**src/hw/cgs_pkg.sv**
```systemverilog
package cgs_pkg;

    // ----------------------------------------------------------------
    // timing
    // ----------------------------------------------------------------
    localparam int CGS_CLK_MHZ = 40;
    localparam int CGS_STRAP_NS = 1000;
    // least time, rounded up to whole cycles
    localparam int CGS_STRAP_CYC = (CGS_STRAP_NS * CGS_CLK_MHZ + 999) / 1000;

    // ----------------------------------------------------------------
    // register map (byte addresses)
    // ----------------------------------------------------------------
    localparam logic [3:0] CGS_OFF_CTRL = 4'h0;
    localparam logic [3:0] CGS_OFF_STAT = 4'h4;
    localparam logic [3:0] CGS_OFF_FREQ = 4'h8;
    localparam logic [3:0] CGS_OFF_WDOG = 4'hc;

    localparam int CGS_CTRL_FS_LSB = 4;
    localparam int CGS_CTRL_SRC = 3;
    localparam int CGS_CTRL_CODE_MSB = 2;
    localparam int CGS_CTRL_SSC = 1;
    localparam logic [7:0] CGS_CTRL_RST = 8'h42;
    localparam logic CGS_WDOG_RST = 1'b0;

    // ----------------------------------------------------------------
    // frequency code
    // ----------------------------------------------------------------
    localparam logic [4:0] CGS_DOWN_A = 5'h07 | 5'h10;
    localparam logic [4:0] CGS_DOWN_B = 5'h18;
    localparam logic [4:0] CGS_DOWN_C = 5'h1f;

    // processor and bus rate per code, in units of 0.1 MHz
    localparam logic [15:0] CGS_CPU_TBL [32] = '{
        16'h04d8, 16'h02ee, 16'h0341, 16'h029c, 16'h0406, 16'h0460, 16'h0535, 16'h03e8,
        16'h04b0, 16'h047e, 16'h044c, 16'h041a, 16'h0578, 16'h05dc, 16'h04d8, 16'h0535,
        16'h0384, 16'h039d, 16'h03b6, 16'h03cf, 16'h03f7, 16'h04f6, 16'h0555, 16'h03e8,
        16'h04b0, 16'h0497, 16'h04c4, 16'h0433, 16'h05aa, 16'h060e, 16'h0514, 16'h0535};
    localparam logic [15:0] CGS_PCI_TBL [32] = '{
        16'h019d, 16'h0177, 16'h01a1, 16'h014e, 16'h0157, 16'h0175, 16'h01bc, 16'h014d,
        16'h0190, 16'h017f, 16'h016f, 16'h015e, 16'h015e, 16'h0177, 16'h0136, 16'h014d,
        16'h012c, 16'h0134, 16'h013d, 16'h0145, 16'h0152, 16'h01a7, 16'h0155, 16'h014d,
        16'h0190, 16'h0188, 16'h0197, 16'h0166, 16'h016b, 16'h0183, 16'h0145, 16'h014d};

    // ----------------------------------------------------------------
    // gated outputs: 0..1 true, 2 comp, 3..14 mem, 15 mem free,
    // 16..17 ref, 18..23 bus, 24 fixed usb, 25 selectable usb
    // ----------------------------------------------------------------
    localparam int CGS_NOUT = 26;
    localparam logic [25:0] CGS_HALT_GRP = 26'h000_7fff;

    typedef enum logic {
        CGS_SAMPLE = 1'b0,
        CGS_RUN = 1'b1
    } cgs_state_t;

endpackage

```
**src/hw/cgs_top.sv**
```systemverilog
`timescale 1ns/1ps
// Contract
// - the mode strap is latched at power-up: high makes the shared pin a reference output, low makes it the halt input.
// - after the mode latch the mode pin stops being an input and drives a bus clock.
// - the bit-three strap is an input only at power-up, then drives a clock, and reads one when undriven.
// - the rate-pick strap chooses 24 MHz when high or 48 MHz when low, then its pin drives a bus clock.
// - strap bits zero and one are power-up inputs that read one when undriven.
// - after the strap latch the bit-two strap pin drives a reference clock.
// - while halt is low the true, complement and memory outputs zero to eleven stop low, oscillators run.
// - the free memory output keeps running under halt and stops only on power-down.
// - while power-down is low every output stops and the internal oscillator stops as well.
// - an enabled watchdog masks the power-down action.
// - the memory clock input is fanned out to all thirteen memory outputs under the gating.
// - the five-bit code is register bit two over strap bits three to zero and sets the rates.
// - with spread on, codes 10111, 11000 and 11111 use down-spread and all others centre-spread.
// - a control bit takes the code from the register when one and from the straps when zero.
// - a control bit enables spread modulation and resets to one.
module cgs_top #(
    parameter int STRAP_CYC = cgs_pkg::CGS_STRAP_CYC
) (
    input wire logic ref_clk, // 40 MHz system clock
    input wire logic resetn, // synchronous reset, power-up event
    input wire logic [3:0] avs_address, // byte address
    input wire logic avs_read, // read request
    input wire logic avs_write, // write request
    input wire logic [3:0] avs_byteenable, // write byte lanes
    input wire logic [31:0] avs_writedata, // write data
    output logic [31:0] avs_readdata, // read data
    output logic avs_waitrequest, // stall
    input wire logic pci5_mode_i, // mode strap / bus clock pin, in
    output logic pci5_mode_o, // same pin, out
    output logic pci5_mode_oe_n, // same pin, low while driven
    input wire logic refclk_out_a_i, // reference out or halt_n in
    output logic refclk_out_a_o, // same pin, out
    output logic refclk_out_a_oe_n, // same pin, low while driven
    input wire logic freq_strap_b3_i, // strap bit 3 / bus clock pin, in
    output logic freq_strap_b3_o, // same pin, out
    output logic freq_strap_b3_oe_n, // same pin, low while driven
    input wire logic usb_rate_pick_i, // rate strap / bus clock pin, in
    output logic usb_rate_pick_o, // same pin, out
    output logic usb_rate_pick_oe_n, // same pin, low while driven
    input wire logic freq_strap_b2_i, // strap bit 2 / reference pin, in
    output logic freq_strap_b2_o, // same pin, out
    output logic freq_strap_b2_oe_n, // same pin, low while driven
    input wire logic freq_strap_b1_i, // strap bit 1 / selectable usb pin, in
    output logic freq_strap_b1_o, // same pin, out
    output logic freq_strap_b1_oe_n, // same pin, low while driven
    input wire logic freq_strap_b0_i, // strap bit 0 / fixed usb pin, in
    output logic freq_strap_b0_o, // same pin, out
    output logic freq_strap_b0_oe_n, // same pin, low while driven
    input wire logic powerdown_n, // power-down request, active low
    input wire logic mem_clock_in, // memory clock source
    output logic [1:0] proc_clk_true, // true processor clocks
    output logic proc_clk_comp, // complementary processor clock
    output logic [11:0] mem_clock_out, // gated memory clocks
    output logic mem_clock_free_out, // free memory clock
    output logic [2:0] pci_clk_out, // dedicated bus clocks 2..4
    output logic spread_center, // centre-spread modulation active
    output logic spread_down // down-spread modulation active
);

    // ----------------------------------------------------------------
    // declarations
    // ----------------------------------------------------------------
    cgs_pkg::cgs_state_t state_r;
    logic [15:0] cnt_r;
    logic mode_r;
    logic rate_r;
    logic [3:0] fs_strap_r;
    logic [7:0] ctrl_r;
    logic wdog_r;
    logic [2:0] ph_r;
    logic mem_s_r;
    logic [cgs_pkg::CGS_NOUT-1:0] en_r;
    logic [cgs_pkg::CGS_NOUT-1:0] out_r;
    logic shared_oe_n_r;
    logic pin_a_oe_n_r;
    logic wait_r;
    logic [31:0] rdata_r;
    logic spread_center_r;
    logic spread_down_r;

    // run also tells the shared pins to leave strap mode
    wire run = (state_r == cgs_pkg::CGS_RUN);
    wire window_end = (state_r == cgs_pkg::CGS_SAMPLE) && (cnt_r == 16'(STRAP_CYC - 1));

    // ----------------------------------------------------------------
    // power-up strap capture
    // ----------------------------------------------------------------
    // one window per reset: the counter parks once the run state is reached
    always_ff @(posedge ref_clk) begin
        if (!resetn) begin
            state_r <= cgs_pkg::CGS_SAMPLE;
            cnt_r <= 16'h0000;
        end else if (window_end) begin
            state_r <= cgs_pkg::CGS_RUN;
        end else if (!run) begin
            cnt_r <= cnt_r + 16'h0001;
        end
    end

    // latched once at the window end; nothing reloads them until reset
    always_ff @(posedge ref_clk) begin
        if (!resetn) begin
            mode_r <= 1'b1;
            rate_r <= 1'b1;
            fs_strap_r <= 4'hf;
        end else if (window_end) begin
            mode_r <= pci5_mode_i;
            rate_r <= usb_rate_pick_i;
            fs_strap_r <= {freq_strap_b3_i, freq_strap_b2_i, freq_strap_b1_i,
                freq_strap_b0_i};
        end
    end

    // pins stay undriven through the window so pull-ups set undriven straps to one
    always_ff @(posedge ref_clk) begin
        if (!resetn) begin
            shared_oe_n_r <= 1'b1;
            pin_a_oe_n_r <= 1'b1;
        end else begin
            shared_oe_n_r <= !run;
            pin_a_oe_n_r <= !(run && mode_r);
        end
    end

    // ----------------------------------------------------------------
    // frequency code and spread selection
    // ----------------------------------------------------------------
    // limitation: a new code applies at once; stepped rate changes are not modelled
    wire [3:0] code_low = ctrl_r[cgs_pkg::CGS_CTRL_SRC] ?
        ctrl_r[cgs_pkg::CGS_CTRL_FS_LSB+:4] : fs_strap_r;
    wire [4:0] code = {ctrl_r[cgs_pkg::CGS_CTRL_CODE_MSB], code_low};
    wire spread_on = ctrl_r[cgs_pkg::CGS_CTRL_SSC];
    // three codes use down-spread, all others centre-spread
    wire down_code = (code == cgs_pkg::CGS_DOWN_A) || (code == cgs_pkg::CGS_DOWN_B)
        || (code == cgs_pkg::CGS_DOWN_C);
    wire [15:0] cpu_rate = cgs_pkg::CGS_CPU_TBL[code];
    wire [15:0] pci_rate = cgs_pkg::CGS_PCI_TBL[code];

    // spread is only reported; the modulator sits outside this block
    always_ff @(posedge ref_clk) begin
        if (!resetn) begin
            spread_center_r <= 1'b0;
            spread_down_r <= 1'b0;
        end else begin
            spread_center_r <= spread_on && !down_code;
            spread_down_r <= spread_on && down_code;
        end
    end

    // ----------------------------------------------------------------
    // stop and power-down gating
    // ----------------------------------------------------------------
    // halt only exists when the shared pin was strapped as an input
    wire halt_act = run && !mode_r && !refclk_out_a_i;
    // watchdog enable only masks power-down; its counter is not part of this block
    wire pwrdn_act = !powerdown_n && !wdog_r;
    // the oscillator only parks once every output sits low, else a
    // frozen high phase could never be gated off cleanly
    wire osc_stop = pwrdn_act && (en_r == '0);
    wire [cgs_pkg::CGS_NOUT-1:0] src;
    wire [cgs_pkg::CGS_NOUT-1:0] stop_req;

    // processor pair and its complement run on the fastest phase bit
    assign src[1:0] = {2{ph_r[0]}};
    assign src[2] = ~ph_r[0];
    // memory outputs follow the sampled memory input, two cycles late
    assign src[15:3] = {13{mem_s_r}};
    // reference outputs on the slowest phase bit, bus and usb on the middle one
    assign src[17:16] = {2{ph_r[2]}};
    assign src[24:18] = {7{ph_r[1]}};
    // the selectable usb output follows the rate strap latched at power-up
    assign src[25] = rate_r ? ph_r[2] : ph_r[1];
    // power-down and the strap window stop every output, halt only its group
    wire all_stop = !run || pwrdn_act;
    assign stop_req = {cgs_pkg::CGS_NOUT{all_stop}}
        | (cgs_pkg::CGS_HALT_GRP & {cgs_pkg::CGS_NOUT{halt_act}});

    always_ff @(posedge ref_clk) begin
        if (!resetn) begin
            ph_r <= 3'h0;
            mem_s_r <= 1'b0;
        end else begin
            // sampled once so every fan-out copy sees the same edge
            mem_s_r <= mem_clock_in;
            if (!osc_stop) begin
                ph_r <= ph_r + 3'h1;
            end
        end
    end

    // enable moves only while its source is low, so the first and last
    // pulses passed are whole
    for (genvar i = 0; i < cgs_pkg::CGS_NOUT; i++) begin : g_gate
        always_ff @(posedge ref_clk) begin
            if (!resetn) begin
                en_r[i] <= 1'b0;
                out_r[i] <= 1'b0;
            end else begin
                if (!src[i]) begin
                    en_r[i] <= !stop_req[i];
                end
                out_r[i] <= src[i] && en_r[i];
            end
        end
    end

    // ----------------------------------------------------------------
    // register slave
    // ----------------------------------------------------------------
    wire req = avs_read || avs_write;
    wire wr_go = avs_write && !wait_r;
    wire hit_ctrl = (avs_address == cgs_pkg::CGS_OFF_CTRL);
    wire hit_stat = (avs_address == cgs_pkg::CGS_OFF_STAT);
    wire hit_freq = (avs_address == cgs_pkg::CGS_OFF_FREQ);
    wire hit_wdog = (avs_address == cgs_pkg::CGS_OFF_WDOG);
    // status word, one field per line from bit 16 down to bit 0
    wire [31:0] stat_word = {
        15'h0000,
        osc_stop,
        pwrdn_act,
        halt_act,
        spread_down_r,
        spread_center_r,
        code,
        fs_strap_r,
        rate_r,
        mode_r,
        run
    };
    // unmapped offsets read zero and raise no error
    wire [31:0] rd_mux = hit_ctrl ? {24'h00_0000, ctrl_r} :
        hit_stat ? stat_word :
        hit_freq ? {pci_rate, cpu_rate} :
        hit_wdog ? {31'h0000_0000, wdog_r} : 32'h0000_0000;

    // one wait cycle per access, then the answer edge
    // a request still held after the answer edge starts a fresh access
    always_ff @(posedge ref_clk) begin
        if (!resetn) begin
            wait_r <= 1'b1;
            rdata_r <= 32'h0000_0000;
        end else begin
            wait_r <= !(req && wait_r);
            if (req && wait_r) begin
                rdata_r <= rd_mux;
            end
        end
    end

    // both registers live in byte lane zero; the other lanes are ignored
    always_ff @(posedge ref_clk) begin
        if (!resetn) begin
            ctrl_r <= cgs_pkg::CGS_CTRL_RST;
            wdog_r <= cgs_pkg::CGS_WDOG_RST;
        end else if (wr_go && avs_byteenable[0]) begin
            // bit zero has no function and always reads back zero
            if (hit_ctrl) begin
                ctrl_r <= {avs_writedata[7:1], 1'b0};
            end
            if (hit_wdog) begin
                wdog_r <= avs_writedata[0];
            end
        end
    end

    // ----------------------------------------------------------------
    // outputs
    // ----------------------------------------------------------------
    // the bus answer comes from registers, one wait cycle after the request
    assign avs_readdata = rdata_r;
    assign avs_waitrequest = wait_r;
    assign proc_clk_true = out_r[1:0];
    assign proc_clk_comp = out_r[2];
    assign mem_clock_out = out_r[14:3];
    assign mem_clock_free_out = out_r[15];
    // shared pins: strap inputs in the window, clock outputs after it, pin a only when mode_r is high
    assign refclk_out_a_o = out_r[16];
    assign refclk_out_a_oe_n = pin_a_oe_n_r;
    assign freq_strap_b2_o = out_r[17];
    assign freq_strap_b2_oe_n = shared_oe_n_r;
    assign freq_strap_b3_o = out_r[18];
    assign freq_strap_b3_oe_n = shared_oe_n_r;
    assign usb_rate_pick_o = out_r[19];
    assign usb_rate_pick_oe_n = shared_oe_n_r;
    assign pci_clk_out = out_r[22:20];
    assign pci5_mode_o = out_r[23];
    assign pci5_mode_oe_n = shared_oe_n_r;
    assign freq_strap_b0_o = out_r[24];
    assign freq_strap_b0_oe_n = shared_oe_n_r;
    assign freq_strap_b1_o = out_r[25];
    assign freq_strap_b1_oe_n = shared_oe_n_r;
    assign spread_center = spread_center_r;
    assign spread_down = spread_down_r;

endmodule

```
**config.mk**
```make
export PLATFORM = sky130hd
export DESIGN_NAME = cgs_top
export DESIGN_NICKNAME = d
export VERILOG_FILES = /design/src/hw/cgs_pkg.sv /design/src/hw/cgs_top.sv
export SDC_FILE = /design/constraint.sdc
export NUM_CORES = 1
export LEC_CHECK = 0
export BUFFER_PORTS_ARGS = -buffer_cell sky130_fd_sc_hd__buf_2
export CAP_MARGIN = 25
export CORE_MARGIN = 1.5
export CORE_UTILIZATION = 56
export DETAILED_ROUTE_END_ITERATION = 8
export PLACE_DENSITY = 0.89
export SLEW_MARGIN = 25
export SYNTH_ARGS = -nofsm -noshare
export SYNTH_HDL_FRONTEND = slang
export SYNTH_SLANG_ARGS = --single-unit
export TNS_END_PERCENT = 1
```
**constraint.sdc**
```tcl
create_clock -name ref_clk -period 5 [get_ports ref_clk]
set_input_delay 1.5 -clock ref_clk [delete_from_list [all_inputs] [get_ports ref_clk]]
set_output_delay 1.5 -clock ref_clk [all_outputs]
set_load 0.05 [all_outputs]
```
### Word level (Yosys, flattened, before mapping)

Memories as Yosys holds them, arrays and structs flattened.
Index checks and enable logic that the tools add are counted.
Widths: inputs -> output; s select.

* reduce and logical (&&, ||, !) cells: 81
* order comparisons: 1
* $add $sub $neg: 2
* mux-type cells: 10
* equality and inequality tests: 7
* bitwise operators: 5

Operators with widths (count)
* $mux 32: 3
* $mux 16: 4
* $logic_and 1x1->1: 37
* $logic_not 1->1: 35
* $logic_not 26->1: 1
* $or 26x15->26: 1
* $add 16x1->16 const B: 1
* $eq 16x6->1 const B: 1
* $eq 5x5->1 const B: 3
* $eq 4x4->1 const B: 2
* $ge 6x6->1 const B: 1
* $not 5->6: 1
* $reduce_and 2->1: 3
* $eq 4x3->1 const B: 1
* $logic_not 4->1: 1
* $logic_or 1x1->1: 4
* $mux 4: 1
* $add 3x1->3 const B: 1
* $not 1->1: 3
* $mux 1: 2

* ROM bits: 1024
* memories: 2
* input bits: 53
* output and inout port bits: 68
* word-level logic and storage cells: 175
* register bits: 124

Memory list
* (name not given): depth 32, width 16, rd ports 1, clocked after Yosys merged registers in 0, write ports 0, line cgs_top.sv:139 `wire [15:0] pci_rate = cgs_pkg::CGS_PCI_TBL[code];`
* (name not given): depth 32, width 16, rd ports 1, clocked after Yosys merged registers in 0, write ports 0, line cgs_top.sv:138 `wire [15:0] cpu_rate = cgs_pkg::CGS_CPU_TBL[code];`

### Logic depth before layout (Yosys ltp)

Gate-level depths: netlist (run 1).

* depth after elaboration: 8
* depth in mapped cells: 11
* gate-level depth less buffers: 8

### Least setup slack after synthesis (run 1)

No wires, ideal clock.

* path type: input-to-reg
* start: in avs_address[1]
* end: reg rdata_r[21], in the netlist avs_readdata[21]
* library setup time: 71 ps
* cell stages on the path: 6
* data required time: 4929 ps
* setup slack: 2262 ps
* arrival time: 2667 ps
* buffers on the path: 1
* cells stage by stage: or4b_1 > buf_2 > nor2_8 > o221ai_2 > a41o_1 > a21oi_1

* word-level cells in the longest chain between the ends: 4
* elaborated cells between the ends (all ways): 6
* classes of those cells: eq/ne (2); mux (3); reduce/logical (1)

Ends and longest elaborated chain
* from (decl): line cgs_top.sv:23 `input wire logic [3:0] avs_address,`
* $eq 4x4->1: line cgs_top.sv:216 `wire hit_freq = (avs_address == cgs_pkg::CGS_OFF_FREQ);`
* $mux 32: line cgs_top.sv:235 `hit_freq ? {pci_rate, cpu_rate} :`
* $mux 32: line cgs_top.sv:234 `hit_stat ? stat_word :`
* $mux 32 (*): line cgs_top.sv:233 `wire [31:0] rd_mux = hit_ctrl ? {24'h00_0000, ctrl_r} :`
* to (signal assigned): line cgs_top.sv:247 `rdata_r <= rd_mux;`
* to (decl): line cgs_top.sv:79 `logic [31:0] rdata_r;`

Mark *: on every way between the ends. The rest lies on a longest branch, timed or not.
A chain may end at the register's enable or synchronous reset.

### Final worst setup path (run 1)

* start: reg ctrl_r[3]
* end: reg rdata_r[16], in the netlist avs_readdata[16]

* word-level cells in the longest chain between the ends: 8

Ends and longest elaborated chain
* from (decl): line cgs_top.sv:70 `logic [7:0] ctrl_r;`
* from (signal assigned): line cgs_top.sv:255 `ctrl_r <= cgs_pkg::CGS_CTRL_RST;`
* from (signal assigned): line cgs_top.sv:260 `ctrl_r <= {avs_writedata[7:1], 1'b0};`
* $mux 4: line cgs_top.sv:131 `wire [3:0] code_low = ctrl_r[cgs_pkg::CGS_CTRL_SRC] ?`
* $not 5->6 (not written as such): line cgs_top.sv:139
* $mem_v2 32x16
* $mux 16 (not written as such) (2 in a row): line cgs_top.sv:139
* $mux 32: line cgs_top.sv:235
* $mux 32: line cgs_top.sv:234
* $mux 32: line cgs_top.sv:233

Every way passes these cells. The select of a mux whose other input is x is not followed.

==> results of run 1 <==
-- area by class of cell --
class,instances,share of cell area
clock inverter,6,0.0225
timing repair buffer,92,0.0930
multi-input combinational,394,0.519
inverter,7,0.00563
sequential,79,0.309
tap,105,0.0257
clock buffer,10,0.0250
-- critical path, stage by stage, from the launching register on --
cell	delay [ns]
dfxtp_1	0.94
mux2i_2	0.67
ha_1	0.55
o211ai_1	0.25
o21ai_0	0.20
nor3b_1	0.23
o21ai_0	0.13
a32o_1	0.31
-- path summary, 6_finish.rpt --
check	startpoint	end	slack, ns	depth (start not counted)
max	ctrl_r[3]	avs_readdata[16]	1.60	7
min	avs_readdata[11]	avs_readdata[11]	0.45	2
max reg2reg	ctrl_r[3]	avs_readdata[16]	1.60	7
min reg2reg	avs_readdata[11]	avs_readdata[11]	0.45	2
-- cell families after synthesis --
family          share of synthesized area
compound gates                      0.212
other cells                      0.000803
fa+ha+maj                          0.0348
xor+xnor                           0.0338
flops                               0.339
buf+inv                            0.0981
mux                                0.0662
simple gates                        0.215
-- metrics by stage --
step           instance area [um^2]  utilization
5_1_grt                        5110        0.629
3_5_place_dp                   4870        0.599
3_3_place_gp                   4870        0.599
6_report                       5110        0.629
4_1_cts                        5110        0.629
2_1_floorplan                  4690            -
-- state kept, by name (all words and copies together), names as in the netlist, 3 cells and up --
register and flops:
avs_readdata 25, en_r 7, ph_r 3, ctrl_r 7, cnt_r 16, fs_strap_r 4
-- Yosys cell counts, drive strengths merged, types with 9 or more instances --
cell type	n	area (um^2)
a21oi	30	150
nand2	54	210
and3	10	62.6
clkbuf	19	72.6
nor3	13	65.1
o21ai	24	124
xor2	14	123
mux2i	25	283
nand3	21	105
ha	13	163
nand4	11	68.8
o211ai	9	67.6
dfxtp	79	1580
nor2	47	195
buf	51	357
-- power breakdown --
part / switching (mW) / internal (mW)
clock network: 0.251 / 0.336
logic: 0.0924 / 0.0362
registers: 0.0116 / 0.641
-- layer usage --
| metal | wire length (um) | global-route usage |
|---|---|---|
| met4 | 424 | 0.122 |
| met5 | 23 | 0 |
| met3 | 1090 | 0.0591 |
| met1 | 5170 | 0.366 |
| met2 | 5510 | 0.430 |
==> reports/qor.txt, run 1 <==
CRITICAL PATH
-----------------------------------------------------------------------------------------------
Endpoint required time on the critical path                                             5.25 ns
Worst path arrival time                                                                 3.65 ns
Max FO, Critical Path                                                                        20
Type of the setup path with the least slack                                          reg -> reg
Critical path launch point type                                                        register
Type of element capturing the critical path                                            register

DETAILED ROUTING
-----------------------------------------------------------------------------------------------
Wire length per cell                                                                    17.6 um
Final Routed Wirelength                                                                12200 um
Drt initial violations                                                                      476
Post-DR vias/cell                                                                          6.34
Drt first pass iters                                                                          6
Count of antenna-violating nets left after detailed routing                                   0
Number of design rule violations left after detail routing                                    0
Total via count after detailed routing                                                     4396

GLOBAL ROUTING
-----------------------------------------------------------------------------------------------
GRT overflow                                                                                  0
Maximum number of pins on one net before global-route repair                                 42
First-pass GRT wire length                                                             19200 um
Vias in the first global route                                                             3864
GRT Util Overall                                                                          0.276
Number of antenna violations at the first check in global routing                             0

CLOCKING
-----------------------------------------------------------------------------------------------
Bufs on Longest Clock Path                                                                    2
Cts repair resizes                                                                            0
Post-CTS Repair Setup Buffers                                                                 0
Hold buffer count at CTS                                                                      0
Clock input transition at the sequential cells of the worst setup and hold paths        0.09 ns
Root buffer cell                                                                       clkbuf_8
Worst-skew pair later-pin latency                                                       0.35 ns
Number of clock sinks seen by CTS                                                            79
Deepest level of the CTS H-tree                                                               3
Clock tree from TritonCTS                                                                   yes
Total clock buffers created by CTS                                                            9

TIMING
-----------------------------------------------------------------------------------------------
Worst hold slack after final layout                                                    0.450 ns
Final Hold Viols                                                                              0
Max-slew violation count                                                                      0
Worst slew margin relative to its limit                                                   0.351
Minimum period implied by the final worst setup slack                                   3.40 ns
Unrepaired setup endpoints after global routing                                              no
Worst setup slack after layout                                                          1.60 ns
Maximum frequency from static timing analysis                                           294 MHz
Final-layout setup total negative slack                                                    0 ns
Final Cycle Share                                                                         0.679
Worst setup skew after layout                                                        0.00938 ns
Slew @ Worst Pin                                                                       0.974 ns
Number of setup violations in the final report                                                0

PLACE
-----------------------------------------------------------------------------------------------
Total of buffers placed on input and output ports                                            86
Total half-perimeter wirelength after legalization and detailed placement               8310 um
RePlAce Congestion                                                                        0.945
Total placed cells including tap cells                                                      677
Setup Slack @ Placement                                                                 1.71 ns

FINAL LAYOUT
-----------------------------------------------------------------------------------------------
Ant diodes                                                                                    0
Synth-to-Final Area Change                                                                9.49%
Most used cells in the layout excluding fill and tap cells                         buf_2, dfxtp_1, nand2_1
Count of filler cells inserted in the layout                                                686
Final Non-Filler Cells                                                                      693
Ratio of cells with drive above 1 in the final layout                                     0.219
Commonest non-fill, non-tap cell in the layout                                            buf_2
# nets final                                                                                649
Footprint of the multi-input gates                                                    2650 um^2
Storage element area                                                                  1580 um^2

LOGIC SYNTHESIS
-----------------------------------------------------------------------------------------------
Part of the Yosys area used for sequential elements                                       0.339
Avg Cell Area, Syn                                                                    8.58 um^2
Dominant synthesized flop cell                                                          dfxtp_1
Total of flip-flops plus latches after synthesis                                             79
Gate count of the mapped netlist                                                            544
Combined area of all synthesized cells                                                4670 um^2
Yosys warning total                                                                           0
Yosys cell types                                                                             78
Fraction of registers with async set or reset after synthesis                                 0
Post-synth EDFFs                                                                              0

PWR
-----------------------------------------------------------------------------------------------
VDD IR max                                                                               179 uV
Leak pwr                                                                                2.15 nW
Sum of internal, switching and leakage power                                            1.37 mW
Total power density per cell area                                                   268 nW/um^2

FLOORPLAN
-----------------------------------------------------------------------------------------------
Chip width                                                                              94.3 um
Total die area                                                                        8900 um^2
Core Area                                                                             8130 um^2
Count of pins on the block boundary                                                         121
Die Y-Extent                                                                            94.3 um
Initial core utilization                                                                  0.574
Std-Cell Rows                                                                                33

STATUS
-----------------------------------------------------------------------------------------------
Result of the run                                                                  complete, no violations

JOB
-----------------------------------------------------------------------------------------------
Max-capacitance violation count                                                               0

HOLD PATH
-----------------------------------------------------------------------------------------------
Type of the most critical hold path                                                  reg -> reg

Power figures use the tool's default switching activity.
==> run 2: changes to the inputs <==
CORE_UTILIZATION = 48   (was 56)
PLACE_DENSITY = 0.81   (was 0.89)
clock period = 2.8 ns   (was 5 ns; I/O delays follow)
==> run 2 against run 1 <==
  * Register-to-register slack got worse by 1.2 ns
  * Critical path type unchanged
  * Largest power group unchanged
  * Global-route usage fell by 2.8 points
  * Worst hold slack improved by 0.0047 ns
  * Final cell count rose by 5.5%
==> reports/qor.txt, run 2 (synthesized netlist as in run 1, its figures left out) <==
FINAL LAYOUT
-----------------------------------------------------------------------------------------------
Most used cells in the layout excluding fill and tap cells                         buf_2, dfxtp_1, nand2_1
Largest register FFs                                                                         25   unchanged
# nets final                                                                                663   +2.2%
Commonest non-fill, non-tap cell in the layout                                            buf_2
Summed area of non-filler cells in the final layout                                   5240 um^2   +2.4%
Ratio of cells with drive above 1 in the final layout                                     0.239   +0.0198
Final Non-Filler Cells                                                                      731   +5.5%
Synth-to-Final Area Change                                                                12.1%
Ant diodes                                                                                    0   unchanged

FLOORPLAN
-----------------------------------------------------------------------------------------------
Std-Cell Rows                                                                                35   +6.1%
Chip width                                                                               102 um   +7.8%
Count of pins on the block boundary                                                         121   unchanged
Core Area                                                                             9330 um^2   +15%
Initial core utilization                                                                  0.501   -0.0735
Total die area                                                                       10300 um^2   +16%
Die Y-Extent                                                                             102 um   +7.8%

DETAILED ROUTING
-----------------------------------------------------------------------------------------------
Total via count after detailed routing                                                     4286   -2.5%
Count of antenna-violating nets left after detailed routing                                   0   unchanged
Wire length per cell                                                                    17.2 um   -2.6%
Post-DR vias/cell                                                                          5.86   -7.6%
Drt initial violations                                                                      342   -28%
Number of design rule violations left after detail routing                                    0   unchanged
Final Routed Wirelength                                                                12500 um   +2.7%
Drt first pass iters                                                                          5   -1

TIMING
-----------------------------------------------------------------------------------------------
Unrepaired setup endpoints after global routing                                              no
Final Cycle Share                                                                         0.847   +0.167
Worst setup skew after layout                                                         0.0129 ns   +0.00353 ns
Final Hold Viols                                                                              0   unchanged
Final-layout setup total negative slack                                                    0 ns   unchanged
Minimum period implied by the final worst setup slack                                   2.37 ns   -1.03 ns
Worst slew margin relative to its limit                                                   0.595   +0.244
Maximum frequency from static timing analysis                                           422 MHz   +43%
Max-slew violation count                                                                      0   unchanged
Number of setup violations in the final report                                                0   unchanged
Slew @ Worst Pin                                                                       0.607 ns   -0.367 ns

CLOCKING
-----------------------------------------------------------------------------------------------
Clock tree from TritonCTS                                                                   yes
Cts repair resizes                                                                            0   unchanged
Number of clock sinks seen by CTS                                                            79   unchanged
Worst-skew pair later-pin latency                                                       0.36 ns   about the same
Total clock buffers created by CTS                                                            9   unchanged
Post-CTS Repair Setup Buffers                                                                 0   unchanged
Hold buffer count at CTS                                                                      0   unchanged
Deepest level of the CTS H-tree                                                               3   unchanged
Clock input transition at the sequential cells of the worst setup and hold paths        0.08 ns   about the same
Bufs on Longest Clock Path                                                                    2   unchanged
Root buffer cell                                                                       clkbuf_8

PLACE
-----------------------------------------------------------------------------------------------
Total of buffers placed on input and output ports                                            86   unchanged
Total half-perimeter wirelength after legalization and detailed placement               8990 um   +8.1%
RePlAce Congestion                                                                        0.972   +2.9%
Total placed cells including tap cells                                                      715   +5.6%
Placed Instance Area                                                                  5020 um^2   +3.0%

CRITICAL PATH
-----------------------------------------------------------------------------------------------
Critical path launch point type                                                        register
Endpoint required time on the critical path                                             3.03 ns   -2.22 ns
Max FO, Critical Path                                                                         8   -60%
Worst path arrival time                                                                 2.60 ns   -1.05 ns
Type of element capturing the critical path                                            register
Type of the setup path with the least slack                                          reg -> reg

JOB
-----------------------------------------------------------------------------------------------
Max-capacitance violation count                                                               0   unchanged

STATUS
-----------------------------------------------------------------------------------------------
Result of the run                                                                  complete, no violations

GLOBAL ROUTING
-----------------------------------------------------------------------------------------------
First-pass GRT wire length                                                             20000 um   +4.6%
Vias in the first global route                                                             3946   +2.1%
Number of antenna violations at the first check in global routing                             0   unchanged
GRT Util Overall                                                                          0.248   -0.0280
Maximum number of pins on one net before global-route repair                                 40   -4.8%
GRT overflow                                                                                  0   unchanged

PWR
-----------------------------------------------------------------------------------------------
Leak pwr                                                                                2.22 nW   +3.4%
VDD IR max                                                                               444 uV   +150%
Total power density per cell area                                                   450 nW/um^2   +68%

HOLD PATH
-----------------------------------------------------------------------------------------------
Type of the most critical hold path                                                  reg -> reg

run 2: cell count changes in the layout (fill, tap and decap cells not counted):
cell,previous run,this run
buf_4,6,19
clkinv_2,0,3
buf_12,0,1
bufinv_16,3,2
clkbuf_1,1,0
clkinvlp_4,1,0
inv_6,2,1
inv_8,0,1
run 2: critical path, stage by stage, from the launching register on:
cell and delay [ns]:
dfxtp_1 0.43, mux2i_2 0.35, buf_4 0.23, ha_1 0.45, mux2i_1 0.14, nor2_1 0.11
a311oi_1 0.06, o311ai_1 0.34, o21ai_0 0.14
run 2: metrics by stage:
step                total power [mW]  setup slack [ns]   util  hold WS (ns)
finish                          2.36             0.430  0.561         0.455
global route                    2.43             0.282  0.561         0.480
CTS                             2.36             0.456  0.561         0.459
detailed placement              1.43             0.333  0.538         0.442
global placement                1.42             0.351  0.538         0.440
floorplan                       1.36             0.539      -         0.391
run 2: path summary, 6_finish.rpt:
path / start / end / slack (ns) / cells after the start
hold reg to reg: avs_readdata[13] / avs_readdata[13] / 0.45 / 2
setup / recovery: ctrl_r[3] / avs_readdata[3] / 0.43 / 8
setup reg to reg: ctrl_r[3] / avs_readdata[3] / 0.43 / 8
hold / removal: avs_readdata[13] / avs_readdata[13] / 0.45 / 2
run 2: per-layer routing:
layer | up-vias | global-route usage | part of all wire
met5 | - | 0 | 0
met4 | 0 | 0.0865 | 0.019
met3 | 20 | 0.0614 | 0.092
met2 | 227 | 0.396 | 0.46
met1 | 1986 | 0.326 | 0.43
li1 | 2053 | - | -
run 2: cell type report:
cell class | count | area (um^2)
well taps | 129 | 161
fillers | 861 | 4090
clock buffers | 9 | 124
clock inverters | 7 | 95.1
flip-flops and latches | 79 | 1580
repair buffers | 106 | 593
multi-input cells | 394 | 2650
inverters | 7 | 28.8
run 2: power breakdown:
part | internal [mW] | switching (mW)
sequential | 1.14 | 0.0215
clock | 0.507 | 0.446
combinational | 0.0710 | 0.167
total | 1.72 | 0.634
